--- src/inc/irm_defs.svh ---
`ifndef IRM_DEFS_SVH
`define IRM_DEFS_SVH
// ****************************************
// register map (byte addresses, 8-bit data)
// ****************************************
`define IRM_ADDR_CTRL 8'h00
`define IRM_ADDR_DIV 8'h01
`define IRM_ADDR_STAT 8'h02
// ****************************************
// reset values
// ****************************************
`define IRM_CTRL_RST 8'h00
`define IRM_DIV_RST 8'h00
`define IRM_READ_ZERO 8'h00
// ****************************************
// bit timing in baud-generator ticks
// ****************************************
`define IRM_TICKS_PER_BIT 4'hF
`define IRM_PULSE_3_16 4'h3
`define IRM_PULSE_1_16 4'h1
// ****************************************
// receive qualifier: minimum = (field + 1) * 2 input clocks
// ****************************************
`define IRM_RXW_SCALE_SHIFT 1
`define IRM_RXW_OFFSET 6'h02
`endif

--- src/inc/irm_pkg.sv ---
// ****************************************
// shared types of the infrared modem
// ****************************************
package irm_pkg;
   // control register layout, bit 7 down to bit 0
   typedef struct packed {
      logic rx_pulse_polarity_select; // 1: low-going pulses are active
      logic tx_pulse_width_select; // 1: 1/16 pulse, 0: 3/16 pulse
      logic ir_transmit_enable; // modulator on
      logic ir_receive_enable; // demodulator on
      logic [3:0] rx_min_width; // receive width code
   } irm_ctrl_t;
   // status register layout
   typedef struct packed {
      logic [3:0] zero; // reads as zero
      logic rx_active; // received line at active level
      logic rx_zero; // zero presented to the serial channel
      logic fifo_nonempty; // bits waiting to be sent
      logic tx_busy; // a bit period is in progress
   } irm_stat_t;
   // transmit sequencer
   typedef enum logic [0:0] {
      IRM_TX_IDLE = 1'b0,
      IRM_TX_BIT = 1'b1
   } irm_tx_state_t;
endpackage
--- src/design/irm_fifo.sv ---
`timescale 1ns/10ps
// ****************************************
// small synchronous fifo with registered ready
// ****************************************
module irm_fifo #(
   parameter int WIDTH = 1,
   parameter int DEPTH = 8
) (
   input wire logic mclk,
   input wire logic reset,
   input wire logic in_valid,
   input wire logic [WIDTH-1:0] in_data,
   output logic in_ready,
   output logic out_valid,
   output logic [WIDTH-1:0] out_data,
   input wire logic out_ready
);
   localparam int AW = $clog2(DEPTH);
   logic [WIDTH-1:0] mem [DEPTH]; // storage array
   logic [AW-1:0] wr_ptr_r; // write pointer
   logic [AW-1:0] rd_ptr_r; // read pointer
   logic [AW:0] count_r; // words held
   logic [AW:0] count_nxt;
   logic ready_r; // not full, registered
   wire push_w = in_valid && ready_r; // word accepted
   wire pop_w = out_valid && out_ready; // word taken
   assign out_valid = (count_r != '0);
   assign out_data = mem[rd_ptr_r];
   assign in_ready = ready_r;
   assign count_nxt = count_r + {{AW{1'b0}}, push_w} - {{AW{1'b0}}, pop_w};
   // storage write, no reset needed
   always_ff @(posedge mclk) begin
      if (push_w) begin
         mem[wr_ptr_r] <= in_data;
      end
   end
   // pointers, fill level and ready
   always_ff @(posedge mclk) begin
      if (reset) begin
         wr_ptr_r <= '0;
         rd_ptr_r <= '0;
         count_r <= '0;
         ready_r <= 1'b0;
      end else begin
         wr_ptr_r <= push_w ? AW'((wr_ptr_r + 1'b1) % DEPTH) : wr_ptr_r;
         rd_ptr_r <= pop_w ? AW'((rd_ptr_r + 1'b1) % DEPTH) : rd_ptr_r;
         count_r <= count_nxt;
         ready_r <= (count_nxt != (AW+1)'(DEPTH));
      end
   end
endmodule // irm_fifo

--- src/design/irm_modem.sv ---
// Implementation choices: the register offsets and strobed register access.
`timescale 1ns/10ps
`include "irm_defs.svh"
module irm_modem import irm_pkg::*; #(
   parameter int FIFO_DEPTH = 8
) (
   input wire logic mclk,
   input wire logic reset,
   input wire logic [7:0] reg_addr,
   input wire logic [7:0] reg_wdata,
   input wire logic reg_wr,
   input wire logic reg_rd,
   output logic [7:0] reg_rdata,
   input wire logic tx_bit_valid,
   input wire logic tx_bit_data,
   output logic tx_bit_ready,
   output logic ir_tx_pin,
   input wire logic ir_rx_pin,
   output logic uart_rxd
);
   // ****************************************
   // register file
   // ****************************************
   irm_ctrl_t ctrl_r; // infrared_control_reg
   logic [7:0] div_r; // baud generator divisor
   logic [7:0] rdata_r; // read data, one cycle after strobe
   irm_stat_t stat_w; // live status
   logic [7:0] rdata_nxt;
   wire sel_ctrl_w = (reg_addr == `IRM_ADDR_CTRL); // address decode
   wire sel_div_w = (reg_addr == `IRM_ADDR_DIV);
   wire sel_stat_w = (reg_addr == `IRM_ADDR_STAT);
   // read mux, unmapped addresses read zero
   assign rdata_nxt = sel_ctrl_w ? ctrl_r :
                      sel_div_w ? div_r :
                      sel_stat_w ? stat_w : `IRM_READ_ZERO;
   // register writes and read capture
   always_ff @(posedge mclk) begin
      if (reset) begin
         ctrl_r <= `IRM_CTRL_RST;
         div_r <= `IRM_DIV_RST;
         rdata_r <= `IRM_READ_ZERO;
      end else begin
         if (reg_wr && sel_ctrl_w) begin
            ctrl_r <= reg_wdata;
         end
         if (reg_wr && sel_div_w) begin
            div_r <= reg_wdata;
         end
         rdata_r <= reg_rd ? rdata_nxt : `IRM_READ_ZERO;
      end
   end
   assign reg_rdata = rdata_r;
   // ****************************************
   // baud generator: one tick per 1/16 bit
   // ****************************************
   logic [7:0] div_cnt_r; // input clocks within a tick
   wire tick_w = (div_cnt_r == div_r); // sixteenth of a bit elapsed
   // divider counter
   always_ff @(posedge mclk) begin
      if (reset) begin
         div_cnt_r <= '0;
      end else begin
         div_cnt_r <= tick_w ? '0 : div_cnt_r + 8'h01;
      end
   end
   // ****************************************
   // transmit path: bit fifo and modulator
   // ****************************************
   irm_tx_state_t tx_state_r; // sequencer state
   irm_tx_state_t tx_state_nxt;
   logic [3:0] sub_r; // tick within current bit
   logic [3:0] sub_nxt;
   logic cur_bit_r; // bit being sent
   logic pin_r; // registered transmit pin
   logic fifo_valid_w; // a bit is waiting
   logic fifo_data_w; // the waiting bit
   wire tx_en_w = ctrl_r.ir_transmit_enable;
   wire bit_end_w = (tx_state_r == IRM_TX_BIT) && (sub_r == `IRM_TICKS_PER_BIT);
   wire can_start_w = tx_en_w && fifo_valid_w && ((tx_state_r == IRM_TX_IDLE) || bit_end_w);
   wire pop_w = tick_w && can_start_w; // take next bit at bit boundary
   wire [3:0] width_w = ctrl_r.tx_pulse_width_select ? `IRM_PULSE_1_16 : `IRM_PULSE_3_16;
   // pulse only for a zero bit, inside the chosen width
   wire pin_nxt = (tx_state_r == IRM_TX_BIT) && !cur_bit_r && (sub_r < width_w);
   irm_fifo #(
      .WIDTH(1),
      .DEPTH(FIFO_DEPTH)
   ) u_fifo (
      .mclk(mclk),
      .reset(reset),
      .in_valid(tx_bit_valid),
      .in_data(tx_bit_data),
      .in_ready(tx_bit_ready),
      .out_valid(fifo_valid_w),
      .out_data(fifo_data_w),
      .out_ready(pop_w)
   );
   // sequencer next state
   always_comb begin
      tx_state_nxt = tx_state_r;
      sub_nxt = sub_r;
      unique case (tx_state_r)
         IRM_TX_IDLE: begin
            if (pop_w) begin
               tx_state_nxt = IRM_TX_BIT;
               sub_nxt = '0;
            end
         end
         IRM_TX_BIT: begin
            if (tick_w) begin
               sub_nxt = sub_r + 4'h1;
               if (bit_end_w) begin
                  tx_state_nxt = pop_w ? IRM_TX_BIT : IRM_TX_IDLE;
                  sub_nxt = '0;
               end
            end
         end
      endcase
   end
   // sequencer registers and pin
   always_ff @(posedge mclk) begin
      if (reset) begin
         tx_state_r <= IRM_TX_IDLE;
         sub_r <= '0;
         cur_bit_r <= 1'b1;
         pin_r <= 1'b0;
      end else begin
         tx_state_r <= tx_state_nxt;
         sub_r <= sub_nxt;
         cur_bit_r <= pop_w ? fifo_data_w : cur_bit_r;
         pin_r <= pin_nxt;
      end
   end
   assign ir_tx_pin = pin_r;
   // ****************************************
   // receive path: synchroniser and qualifier
   // ****************************************
   logic rx_s1_r; // first sync stage
   logic rx_s2_r; // second sync stage
   logic [4:0] run_r; // active length in input clocks
   logic rx_busy_r; // zero being presented
   logic [3:0] hold_r; // ticks of the presented zero
   logic rxd_r; // registered output to the serial channel
   wire rx_en_w = ctrl_r.ir_receive_enable;
   wire act_w = rx_en_w && (rx_s2_r ^ ctrl_r.rx_pulse_polarity_select);
   // one bit wider than the run counter so the widest code does not wrap to zero
   wire [5:0] min_w = ({2'b00, ctrl_r.rx_min_width} << `IRM_RXW_SCALE_SHIFT) + `IRM_RXW_OFFSET;
   wire qual_w = act_w && ({1'b0, run_r} == min_w - 6'h01);
   wire release_w = rx_busy_r && tick_w && (hold_r == `IRM_TICKS_PER_BIT);
   // two-stage synchroniser
   always_ff @(posedge mclk) begin
      if (reset) begin
         rx_s1_r <= 1'b0;
         rx_s2_r <= 1'b0;
      end else begin
         rx_s1_r <= ir_rx_pin;
         rx_s2_r <= rx_s1_r;
      end
   end
   // pulse length counter, saturating
   always_ff @(posedge mclk) begin
      if (reset) begin
         run_r <= '0;
      end else if (!act_w) begin
         run_r <= '0;
      end else if (run_r != 5'h1F) begin
         run_r <= run_r + 5'h01;
      end
   end
   // zero toward the serial channel for one bit time
   always_ff @(posedge mclk) begin
      if (reset || !rx_en_w) begin
         rx_busy_r <= 1'b0;
         hold_r <= '0;
         rxd_r <= 1'b1;
      end else if (qual_w) begin
         rx_busy_r <= 1'b1;
         hold_r <= '0;
         rxd_r <= 1'b0;
      end else if (release_w) begin
         rx_busy_r <= 1'b0;
         rxd_r <= 1'b1;
      end else if (rx_busy_r && tick_w) begin
         hold_r <= hold_r + 4'h1;
      end
   end
   assign uart_rxd = rxd_r;
   // status view
   assign stat_w = '{zero: 4'h0, rx_active: act_w, rx_zero: !rxd_r,
                     fifo_nonempty: fifo_valid_w, tx_busy: (tx_state_r == IRM_TX_BIT)};
   // ****************************************
   // checks
   // ****************************************
   logic [11:0] hi_len_r; // input clocks the pin has been high
   logic [3:0] hi_ticks_r; // ticks while high
   always_ff @(posedge mclk) begin
      if (reset || !pin_r) begin
         hi_len_r <= '0;
         hi_ticks_r <= '0;
      end else begin
         hi_len_r <= hi_len_r + 12'h001;
         hi_ticks_r <= hi_ticks_r + {3'b000, tick_w};
      end
   end
   a_pulse_cycles: assert property (@(posedge mclk) disable iff (reset)
      $fell(pin_r) && $stable(div_r) && $stable(ctrl_r) |->
      $past(hi_len_r) + 12'h001 == 12'(width_w) * (12'(div_r) + 12'h001))
      else $error("transmit pulse length wrong");
   a_pulse_nominal: assert property (@(posedge mclk) disable iff (reset)
      $fell(pin_r) && !ctrl_r.tx_pulse_width_select && $stable(ctrl_r) |-> hi_ticks_r == `IRM_PULSE_3_16)
      else $error("nominal pulse not three sixteenths");
   a_one_stays_low: assert property (@(posedge mclk) disable iff (reset)
      pin_r |-> $past(!cur_bit_r && tx_state_r == IRM_TX_BIT))
      else $error("pulse emitted for a one bit");
   a_rx_zero_out: assert property (@(posedge mclk) disable iff (reset)
      qual_w |=> !uart_rxd ##1 (!uart_rxd || !rx_en_w || $past(release_w)))
      else $error("qualified pulse did not give zero");
   a_rx_short_one: assert property (@(posedge mclk) disable iff (reset)
      $rose(act_w) ##1 !act_w && !rx_busy_r && min_w > 6'h01 |=> uart_rxd)
      else $error("short pulse gave zero");
   a_rx_polarity: assert property (@(posedge mclk) disable iff (reset)
      rx_en_w && (rx_s2_r == ctrl_r.rx_pulse_polarity_select) |=> run_r == 5'h00)
      else $error("inactive level counted as pulse");
   c_zero_sent: cover property (@(posedge mclk) disable iff (reset) $fell(pin_r));
   c_rx_zero: cover property (@(posedge mclk) disable iff (reset) qual_w);
   c_fifo_full: cover property (@(posedge mclk) disable iff (reset) tx_bit_valid && !tx_bit_ready);
endmodule // irm_modem

--- config.mk ---
export PLATFORM = sky130hd
export DESIGN_NAME = irm_modem
export DESIGN_NICKNAME = d
export VERILOG_FILES = /design/src/inc/irm_pkg.sv /design/src/design/irm_fifo.sv /design/src/design/irm_modem.sv
export VERILOG_INCLUDE_DIRS = /design/src /design/src/inc
export SDC_FILE = /design/constraint.sdc
export NUM_CORES = 1
export LEC_CHECK = 0
export CAP_MARGIN = 20
export CELL_PAD_IN_SITES_DETAIL_PLACEMENT = 1
export CELL_PAD_IN_SITES_GLOBAL_PLACEMENT = 1
export CORE_MARGIN = 2
export CORE_UTILIZATION = 35
export DETAILED_ROUTE_END_ITERATION = 8
export DONT_BUFFER_PORTS = 1
export PLACE_DENSITY_LB_ADDON = 0.15
export SLEW_MARGIN = 20
export SYNTH_ARGS = -nofsm -noshare
export SYNTH_HDL_FRONTEND = slang
export SYNTH_SLANG_ARGS = --single-unit
--- constraint.sdc ---
create_clock -name mclk -period 5.6 [get_ports mclk]
set_clock_uncertainty 0.2 [all_clocks]
set_input_delay 1.12 -clock mclk [delete_from_list [all_inputs] [get_ports mclk]]
set_output_delay 1.12 -clock mclk [all_outputs]
set_load 0.03 [all_outputs]
# Word level (Yosys, flattened, before mapping)
# Memory sizes are Yosys's and may differ from the RTL's. A register that Yosys moved wholly into a read port is not among the register bits.
# Index checks and enable logic that the tools add are counted.
[word_totals]
mem_count = 1
output_inout_bits = 11
register_bits = 62
word_cells = 94
input_bits = 23
ram_bits = 8
[mem_list]
columns = ["name", "depth", "word_bits", "read_ports", "rd_clocked_by_memory_dff", "write_ports", "line", "rtl"]
rows = [
  ["u_fifo.mem", 8, 1, 1, 1, 1, "irm_fifo.sv:19", "logic [WIDTH-1:0] mem [DEPTH];"],
]
[op_classes]
bitwise_logic = 5
n_reduce_logical = 28
addsub = 10
magnitude_cmp = 1
n_mux = 18
n_eq_ne = 10
[op_table]
columns = ["operator", "n"]
rows = [
  ["4-bit 2-to-1 mux", 4],
  ["8-bit 2-to-1 mux", 2],
  ["1-bit logical AND", 14],
  ["1-bit 2-to-1 mux", 9],
  ["4-bit by 1-bit adder with 4-bit output, second input constant", 2],
  ["8-bit by 1-bit adder with 8-bit output, second input constant", 1],
  ["4-bit == test, second input constant", 2],
  ["8-bit by 1-bit == test with 1-bit output, second input constant", 1],
  ["8-bit by 2-bit == test with 1-bit output, second input constant", 1],
  ["8-bit == test", 1],
  ["8-bit zero test", 1],
  ["4-bit one-hot mux with 2 select lines", 1],
  ["2-bit OR reduction", 4],
  ["3-bit by 1-bit adder with 3-bit output, second input constant", 2],
  ["5-bit by 2-bit adder with 6-bit output, second input constant", 1],
  ["5-bit by 6-bit == test with 1-bit output", 1],
  ["6-bit by 1-bit subtractor with 6-bit output, second input constant", 1],
  ["5-bit by 1-bit adder with 5-bit output, second input constant", 1],
  ["5-bit != test, second input constant", 1],
  ["4-bit by 1-bit adder with 4-bit output", 1],
  ["4-bit by 2-bit < comparator with 1-bit output", 1],
  ["2-bit != test, second input constant", 2],
  ["4-bit != test, second input constant", 1],
  ["1-bit inverter", 4],
  ["9 further kinds", 13],
]

# Logic depth before layout (Yosys ltp)
# Gate-level depths: netlist of run 1.
[logic_depth]
depth_word = 9
ltp_mapped = 12
ltp_nobuf = 12

# Modules after synthesis
# Synthesis of run 1 repeated with hierarchy kept, for this count alone.
[unflattened]
cells_unflattened = 339
area_unflattened_um2 = 3443.3
[modules_own_cells]
columns = ["module", "n_inst", "seq_area_each_um2", "cells_each", "area_each_um2"]
rows = [
  ["irm_modem", 1, 1041.0, 246, 2421.1],
  ["irm_fifo", 1, 520.5, 93, 1022.2],
]

# Least setup slack after synthesis of run 1
# No wires, ideal clock.
[synth_timing]
kind = "flip-flop to flip-flop"
startpoint = "register div_cnt_r[0]"
endpoint = "register u_fifo.ready_r, in the netlist u_fifo.in_ready"
setup_ns = 0.138
period_less_slack_ns = 3.066
path_buffers = 1
required_ns = 5.262
setup_slack_ns = 2.534
path_stages_with_launch = 12
t_arrival_ns = 2.728
path_cell_list = "dfxtp_1 > xor2_1 > or4_1 > buf_2 > nor4_4 > ha_1 > inv_1 > ha_1 > inv_1 > fa_1 > xor2_1 > a41oi_1"
[synth_via]
elab_chain_len = 5
[synth_rtl]
columns = ["item", "line", "rtl"]
rows = [
  ["start: declaration", "irm_modem.sv:56", "logic [7:0] div_cnt_r;"],
  ["start signal: assignment", "irm_modem.sv:63", "div_cnt_r <= tick_w ? '0 : div_cnt_r + 8'h01;"],
  ["8-bit == test", "irm_modem.sv:57", "wire tick_w = (div_cnt_r == div_r);"],
  ["1-bit logical AND", "irm_modem.sv:80", "wire pop_w = tick_w && can_start_w;"],
  ["1-bit logical AND", "irm_fifo.sv:26", "wire pop_w = out_valid && out_ready;"],
  ["via u_fifo.pop_w", "irm_fifo.sv:26", ""],
  ["4-bit by 1-bit subtractor with 4-bit output", "irm_fifo.sv:30", "assign count_nxt = count_r + {{AW{1'b0}}, push_w} - {{AW{1'b0}}, pop_w};"],
  ["4-bit != test", "irm_fifo.sv:48", "ready_r <= (count_nxt != (AW+1)'(DEPTH));"],
  ["end signal: assignment", "irm_fifo.sv:48", ""],
  ["end: declaration", "irm_fifo.sv:24", "logic ready_r;"],
]
# The timed path passes the listed nets, and every way through them passes these cells.
# A chain may end at the register's enable or synchronous reset.

# Final worst setup path of run 1
[layout_timing]
startpoint = "register div_r[7]"
endpoint = "register u_fifo.ready_r, in the netlist u_fifo.in_ready"
[layout_via]
elab_chain_len = 5
[layout_rtl]
columns = ["item", "line", "rtl"]
rows = [
  ["start: declaration", "irm_modem.sv:25", "logic [7:0] div_r;"],
  ["start signal: assignment", "irm_modem.sv:40", "div_r <= `IRM_DIV_RST;"],
  ["start signal: assignment", "irm_modem.sv:47", "div_r <= reg_wdata;"],
  ["8-bit == test", "irm_modem.sv:57", ""],
  ["1-bit logical AND", "irm_modem.sv:80", ""],
  ["1-bit logical AND", "irm_fifo.sv:26", ""],
  ["via u_fifo.pop_w", "irm_fifo.sv:26", ""],
  ["4-bit by 1-bit subtractor with 4-bit output", "irm_fifo.sv:30", ""],
  ["4-bit != test", "irm_fifo.sv:48", ""],
]
# The timed path passes the listed nets, and every way through them passes these cells.

==> impl_results.md, run 1 <==
- Residual antenna-violating net count after detailed routing: 0
- Mean number of vias per cell: 5.351
- Proportion of layout cells with a drive suffix above 1: 7.965%
- Gp weighted congestion: 0.7750
- Pwr/cell area: 282.1 nW/µm²
- Clock latency at the later pin of the worst-skew pair: 0.34 ns
- Cell Area, Synth: 3317 µm²
- Number of H-tree levels: 3
- Final design utilization: 39.02%
- Number of primary I/O pins: 34
- Setup repair after global routing missed its margin: false
- Worst setup path class: reg2reg
- Max-slew violation total from the final report: 0
- Data arrival time at the worst-slack endpoint: 3.60 ns
- Final period utilization: 63.84%
- Synth Flop Type: sky130_fd_sc_hd__dfxtp_1
- Crit-path max FO: 15
- Sequential share of the synthesized area: 45.27%
- Number of vias after detailed routing: 2408
- Post-layout net count: 371
- Final-report hold violation count: 0
- Number of DRC markers in iteration 0: 64
- Largest net degree at the start of global routing: 48
- Max-capacitance violation count: 0
- Power spent charging and discharging nets: 272.2 µW
- Worst vdd rail ir drop: 0.1234 mV
- DR DRC count: 0
- FF+latch count, synth: 71
- Number of setup violations in the final report: 0
- Pre-Repair DR Iteration Count: 4
- Vertical extent of the die: 101.4 µm
- Minimum clock period: 3.575 ns
- Yosys cell types: 53
- Switching share of total power: 26.89%
- Crit-path slowest cell: sky130_fd_sc_hd__or4_1
- Number of flops mapped to enable cells by yosys: 8
- Worst-case headroom to the max-slew limit: 46.06%
- Sequential group share of total power: 53.9%
- Width of the chip: 101.4 µm
- Number of standard cells after synthesis: 334
- Class of the most critical hold timing path: reg2reg
- Clock input transition at the sequential cells of the worst setup and hold paths: 0.08 ns
- Via count of the first global-routing pass: 2567
- Maximum clock rate: 279.7 MHz
- Leakage power: 1.392 nW
- Cell-internal power: 739.9 µW
- Area enclosed by the die boundary: 10270 µm²
- Category of the worst setup path capture point: flip-flop
- Number of input and output port buffers inserted: 0
- Launching element type of the critical path: flip-flop
- Async set-or-reset flop fraction in the synthesized netlist: 0%
- FP Rows: 35
- Count of warnings emitted by yosys: 0
- Effective utilization at floorplan: 36.07%
- Core region area: 9196 µm²
- Syn nets: 371
- List of cells traversed by the critical path: xor2_1 > or4_1 > nor4_4 > ha_1 > inv_1 > ha_1 > inv_1 > fa_1 > xor2_1 > a41oi_1
- Comb pwr share: 8.6%
- Avg Cell Area, Syn: 9.931 µm²
- Total global routing track utilization: 16.50%
- Count of antenna diodes in the layout: 0
- Wire length of the first global-routing pass: 13050 µm
- Area overhead of the layout relative to synthesis: 8.186%
- Number of antenna violations at the first check in global routing: 0
- Wirelength per Cell: 17.22 µm
- Data required time of the critical path: 5.62 ns
- CTS buffer count: 9
- PostCTS Resize Cnt: 0
- CTS tree: yes
- Longest Clk Path Bufs: 2
- Total Neg Setup Slack: 0 ns
- Clock tree root driver cell: sky130_fd_sc_hd__clkbuf_8
- Number of sinks on the clock net: 71
- GRT overflow: 0
- Fillers: 1043
- Highest cell delay on the worst timing path: 0.83 ns
- Clk network pwr share: 37.5%
- Buffer count from post-CTS setup fixing: 0
- Total wire length after detailed routing: 7747 µm
- Post-DP HPWL: 5689 µm
- Cts-stage hold buffer count: 0
- Slew at the pin closest to its max-slew limit: 0.8017 ns
- Run status: completed
==> per-stage QoR <==
stage               cell area, µm²  hold WS (ns)  instances  power (mW)  worst slack [ns]
CTS                           3588        0.2505        450       1.031             1.990
global route                  3588        0.2642        450       1.070             1.751
finish                        3588        0.2449        450       1.012             2.025
global placement              3408        0.2213        434      0.6418             2.150
detailed placement            3408        0.2318        434      0.6467             2.003
floorplan                     3317        0.2138        334      0.6271             2.534
==> state kept, by name, indices dropped and copies added, names as in the netlist, 3 cells and up <==
register	flops
div_cnt_r	8
u_fifo.wr_ptr_r	3
reg_rdata	8
u_fifo.rd_ptr_r	3
run_r	5
ctrl_r	6
sub_r	4
hold_r	4
u_fifo.count_r	4
div_r	8
u_fifo.mem	8
==> final timing paths <==
kind              startpoint              end  slack [ns]  cells past startpoint
hold / removal       rx_s1_r          rx_s2_r        0.24                      1
hold reg to reg      rx_s1_r          rx_s2_r        0.24                      1
setup reg to reg    div_r[7]  u_fifo.in_ready        2.02                     10
setup / recovery    div_r[7]  u_fifo.in_ready        2.02                     10
==> kinds of logic after synthesis <==
logic type,Yosys count,synth area share (%)
buffers and inverters,25,3.018
AND/OR/NAND/NOR,129,20.75
multiplexers,28,9.355
adder cells (fa/ha/maj),14,5.508
flip-flops,71,45.27
AO/OA/AOI/OAI,42,9.506
XOR/XNOR,25,6.601
==> cell type report <==
class                      instances  area, µm²  share of cell area (%)
clock buffer                      10      137.6                   3.835
clock inverter                     6      42.54                   1.185
inverter                          14      52.55                   1.464
multi-input combinational        238       1715                   47.80
sequential                        71       1501                   41.84
tap                              111      138.9                   3.870
==> worst max-delay path, delay by kind of cell (launching register included) <==
| family | cells | cell delay (ns) |
|---|---|---|
| simple gates | 2 | 1.37 |
| fa+ha+maj | 3 | 0.83 |
| xor+xnor | 2 | 0.45 |
| flops | 1 | 0.35 |
| compound gates | 1 | 0.14 |
| buf+inv | 2 | 0.11 |
==> cells in the final DEF (no fill, tap or decap), types with 2 or more instances in the layout <==
master,instances
sky130_fd_sc_hd__edfxtp_1,8
sky130_fd_sc_hd__nor2_1,42
sky130_fd_sc_hd__or4_1,5
sky130_fd_sc_hd__a41oi_1,3
sky130_fd_sc_hd__o311ai_1,2
sky130_fd_sc_hd__clkbuf_8,10
sky130_fd_sc_hd__a211oi_1,2
sky130_fd_sc_hd__o21ai_0,6
sky130_fd_sc_hd__clkinvlp_4,3
sky130_fd_sc_hd__o31ai_1,3
sky130_fd_sc_hd__mux4_2,2
sky130_fd_sc_hd__and2_1,3
sky130_fd_sc_hd__dfxtp_1,63
sky130_fd_sc_hd__nand2_1,18
sky130_fd_sc_hd__o211ai_1,3
sky130_fd_sc_hd__inv_1,14
sky130_fd_sc_hd__nand4_1,5
sky130_fd_sc_hd__xnor2_1,7
sky130_fd_sc_hd__and4b_1,2
sky130_fd_sc_hd__nand2b_1,7
sky130_fd_sc_hd__and3_1,4
sky130_fd_sc_hd__nor3b_1,3
sky130_fd_sc_hd__ha_1,13
sky130_fd_sc_hd__nand3_1,7
sky130_fd_sc_hd__or2_2,2
sky130_fd_sc_hd__a21oi_1,8
sky130_fd_sc_hd__nor4_1,5
sky130_fd_sc_hd__a31oi_1,2
sky130_fd_sc_hd__mux2i_1,25
sky130_fd_sc_hd__a21o_1,2
sky130_fd_sc_hd__nor2b_1,6
sky130_fd_sc_hd__o2111a_1,4
sky130_fd_sc_hd__xor2_1,18
sky130_fd_sc_hd__nor3_1,12
==> synth_stat cells (8+ instances only) <==
master,number,area share [%]
sky130_fd_sc_hd__nand2_1,18,2.0
sky130_fd_sc_hd__nor3_1,12,1.8
sky130_fd_sc_hd__dfxtp_1,63,38
sky130_fd_sc_hd__nor2_1,42,4.8
sky130_fd_sc_hd__a21oi_1,8,1.2
sky130_fd_sc_hd__inv_1,14,1.6
sky130_fd_sc_hd__ha_1,13,4.9
sky130_fd_sc_hd__mux2i_1,25,7.5
sky130_fd_sc_hd__xor2_1,18,4.8
sky130_fd_sc_hd__edfxtp_1,8,7.2
==> routing by layer <==
metal / GRT usage (%) / up-vias / share of wire (%)
li1: - / 1197 / -
met1: 21.50 / 1176 / 49
met2: 26.39 / 26 / 46
met3: 4.210 / 9 / 3.2
met4: 6.237 / 0 / 2.0
met5: 0 / - / 0
==> power by group through the flow <==
stage | Clock [mW] | Combinational (mW) | Sequential (mW)
after global placement | 0 | 0.0841 | 0.558
after detailed placement | 0 | 0.0887 | 0.558
after CTS | 0.395 | 0.0897 | 0.546
after global routing | 0.419 | 0.102 | 0.548
after floorplan | 0 | 0.0721 | 0.555
final | 0.379 | 0.0873 | 0.546
Note: power is estimated with default switching activity, not from simulation.
==> inputs of run 2 (changes only) <==
clock period = 3.39 ns   (was 5.6 ns; I/O delays follow)
==> run 2 against run 1 <==
Critical path depth is the same; highest routed layer unchanged; routed wire length down 2.1%; first-iteration DRC count is 11% higher; cell count up 0.89%; clock-buffer cell count unchanged.
==> impl_results.md, run 2 (same netlist as run 1, synthesis figures left out) <==
- FP Rows: 35
- Clock input transition at the sequential cells of the worst setup and hold paths: 0.09 ns
- Highest cell delay on the worst timing path: 0.61 ns
- Critical path buffer and inverter count: 2
- Buffer count from post-CTS setup fixing: 0
- Total Neg Setup Slack: 0 ns
- Wire length of the first global-routing pass: 12590 µm
- Mean number of vias per cell: 5.339
- Setup repair after global routing missed its margin: false
- Category of the worst setup path capture point: flip-flop
- Number of setup violations in the final report: 0
- Area enclosed by the die boundary: 10270 µm²
- CTS tree: yes
- Minimum clock period: 3.057 ns
- Top library cells by usage in the layout, fill and taps aside: sky130_fd_sc_hd__dfxtp_1 (63), sky130_fd_sc_hd__nor2_1 (42), sky130_fd_sc_hd__mux2i_1 (25)
- Total wire length after detailed routing: 7581 µm
- Fillers: 1054
- Final period utilization: 90.18%
- Number of input and output port buffers inserted: 0
- Final design instance area without fill: 3626 µm²
- Most common cell after layout, fill and taps aside: sky130_fd_sc_hd__dfxtp_1
- Pwr/cell area: 466.2 nW/µm²
- Residual antenna-violating net count after detailed routing: 0
- Max-slew violation total from the final report: 0
- Number of antenna violations at the first check in global routing: 0
- Standard cell area after detailed placement: 3438 µm²
- Area overhead of the layout relative to synthesis: 9.317%
- Clk network pwr share: 38.4%
- CTS buffer count: 9
- Total global routing track utilization: 15.77%
- Class of the most critical hold timing path: in2reg
- Slew at the pin closest to its max-slew limit: 0.7068 ns
- Number of H-tree levels: 3
- Sequential group share of total power: 53.3%
- Core region area: 9196 µm²
- Final-report hold violation count: 0
- Count of antenna diodes in the layout: 0
- Comb pwr share: 8.3%
- Cell count after placement: 438
- PostCTS Resize Cnt: 0
- Run status: completed
- Vertical extent of the die: 101.4 µm
- GRT overflow: 0
- Largest net degree at the start of global routing: 48
- Data arrival time at the worst-slack endpoint: 3.09 ns
- Crit-path max FO: 5
- Pre-Repair DR Iteration Count: 4
- DR DRC count: 0
- Number of sinks on the clock net: 71
- Clock latency at the later pin of the worst-skew pair: 0.35 ns
- Maximum clock rate: 327.1 MHz
- Switching share of total power: 27.24%
- Launching element type of the critical path: flip-flop
- Clock tree root driver cell: sky130_fd_sc_hd__clkbuf_8
- Data required time of the critical path: 3.42 ns
- Cell-internal power: 1.230 mW
- Via count of the first global-routing pass: 2468
- Width of the chip: 101.4 µm
- Count of placed standard cells in the final layout, fillers left out: 454
- CP top delay family: simple AND/OR/NAND/NOR gates
- Longest Clk Path Bufs: 2
- Max-capacitance violation count: 0
- Power spent charging and discharging nets: 460.6 µW
- Gp weighted congestion: 0.7760
- Number of DRC markers in iteration 0: 71
- Worst hold-check slack: 0.2018 ns
- Crit-path slowest cell: sky130_fd_sc_hd__or4_1
- Number of vias after detailed routing: 2424
- Number of primary I/O pins: 34
- Post-DP HPWL: 5620 µm
- Wirelength per Cell: 16.70 µm
- Proportion of layout cells with a drive suffix above 1: 9.038%
- Leakage power: 1.417 nW
- Post-layout net count: 375
- Cts-stage hold buffer count: 0
- Worst vdd rail ir drop: 0.1922 mV
- Effective utilization at floorplan: 36.07%
- List of cells traversed by the critical path: xor2_1 > or4_1 > nor4_4 > ha_1 > inv_1 > ha_1 > inv_1 > fa_1 > xor2_1 > a41oi_1
- Worst-case headroom to the max-slew limit: 52.44%
- Worst setup path class: reg2reg
## run 2: cell count changes in the layout (fill, tap and decap cells not counted)
cell,delta
sky130_fd_sc_hd__buf_4,+4
sky130_fd_sc_hd__clkinv_2,-1
sky130_fd_sc_hd__clkinv_4,+1
sky130_fd_sc_hd__clkinvlp_4,-1
sky130_fd_sc_hd__inv_4,-1
sky130_fd_sc_hd__inv_6,+2
## run 2: metrics by stage
step | utilization [%] | setup slack (ns) | power [mW]
final | 39.43 | 0.3330 | 1.691
after global routing | 39.43 | 0.1558 | 1.781
after CTS | 39.43 | 0.3031 | 1.726
after detailed placement | 37.39 | 0.3254 | 1.064
after global placement | 37.39 | 0.4074 | 1.061
after floorplan | - | 0.3236 | 1.036
## run 2: power groups by stage
stage          Combinational [mW]  Sequential [mW]  Clock [mW]
2_1_floorplan               0.119            0.917           0
3_3_place_gp                0.139            0.921           0
3_5_place_dp                0.143            0.921           0
4_1_cts                     0.143            0.902       0.680
5_1_grt                     0.163            0.905       0.712
6_report                    0.141            0.901       0.649
## run 2: worst paths after layout
| kind | start | endpoint | cells past startpoint | slack, ns |
|---|---|---|---|---|
| min reg2reg | rx_s1_r | rx_s2_r | 1 | 0.25 |
| max | div_cnt_r[0] | u_fifo.in_ready | 10 | 0.33 |
| max reg2reg | div_cnt_r[0] | u_fifo.in_ready | 10 | 0.33 |
| min | reset | sub_r[2] | 1 | 0.20 |
## run 2: layer usage
layer | global-route usage [%] | share of wire [%] | vias up
met5 | 0 | 0 | -
met4 | 5.301 | 1.2 | 0
met3 | 3.865 | 2.6 | 10
met2 | 24.96 | 47 | 25
met1 | 21.13 | 49 | 1175
li1 | - | - | 1214
## run 2: area by class of cell
class                           instances  area, µm²  area share, %
Sequential cell                        71       1501          41.41
Inverter                               14      52.55          1.449
Clock inverter                          6      50.05          1.380
Timing Repair Buffer                    4      30.03         0.8282
Clock buffer                           10      137.6          3.796
Tap cell                              111      138.9          3.830
Multi-Input combinational cell        238       1715          47.31
## run 2: worst reg2reg max path, delay by kind of cell, from the launching register on
family	cells	cell delay, ns
simple gates	2	0.94
xor+xnor	2	0.34
flops	1	0.41
compound gates	1	0.13
fa+ha+maj	3	0.79
buf+inv	2	0.12
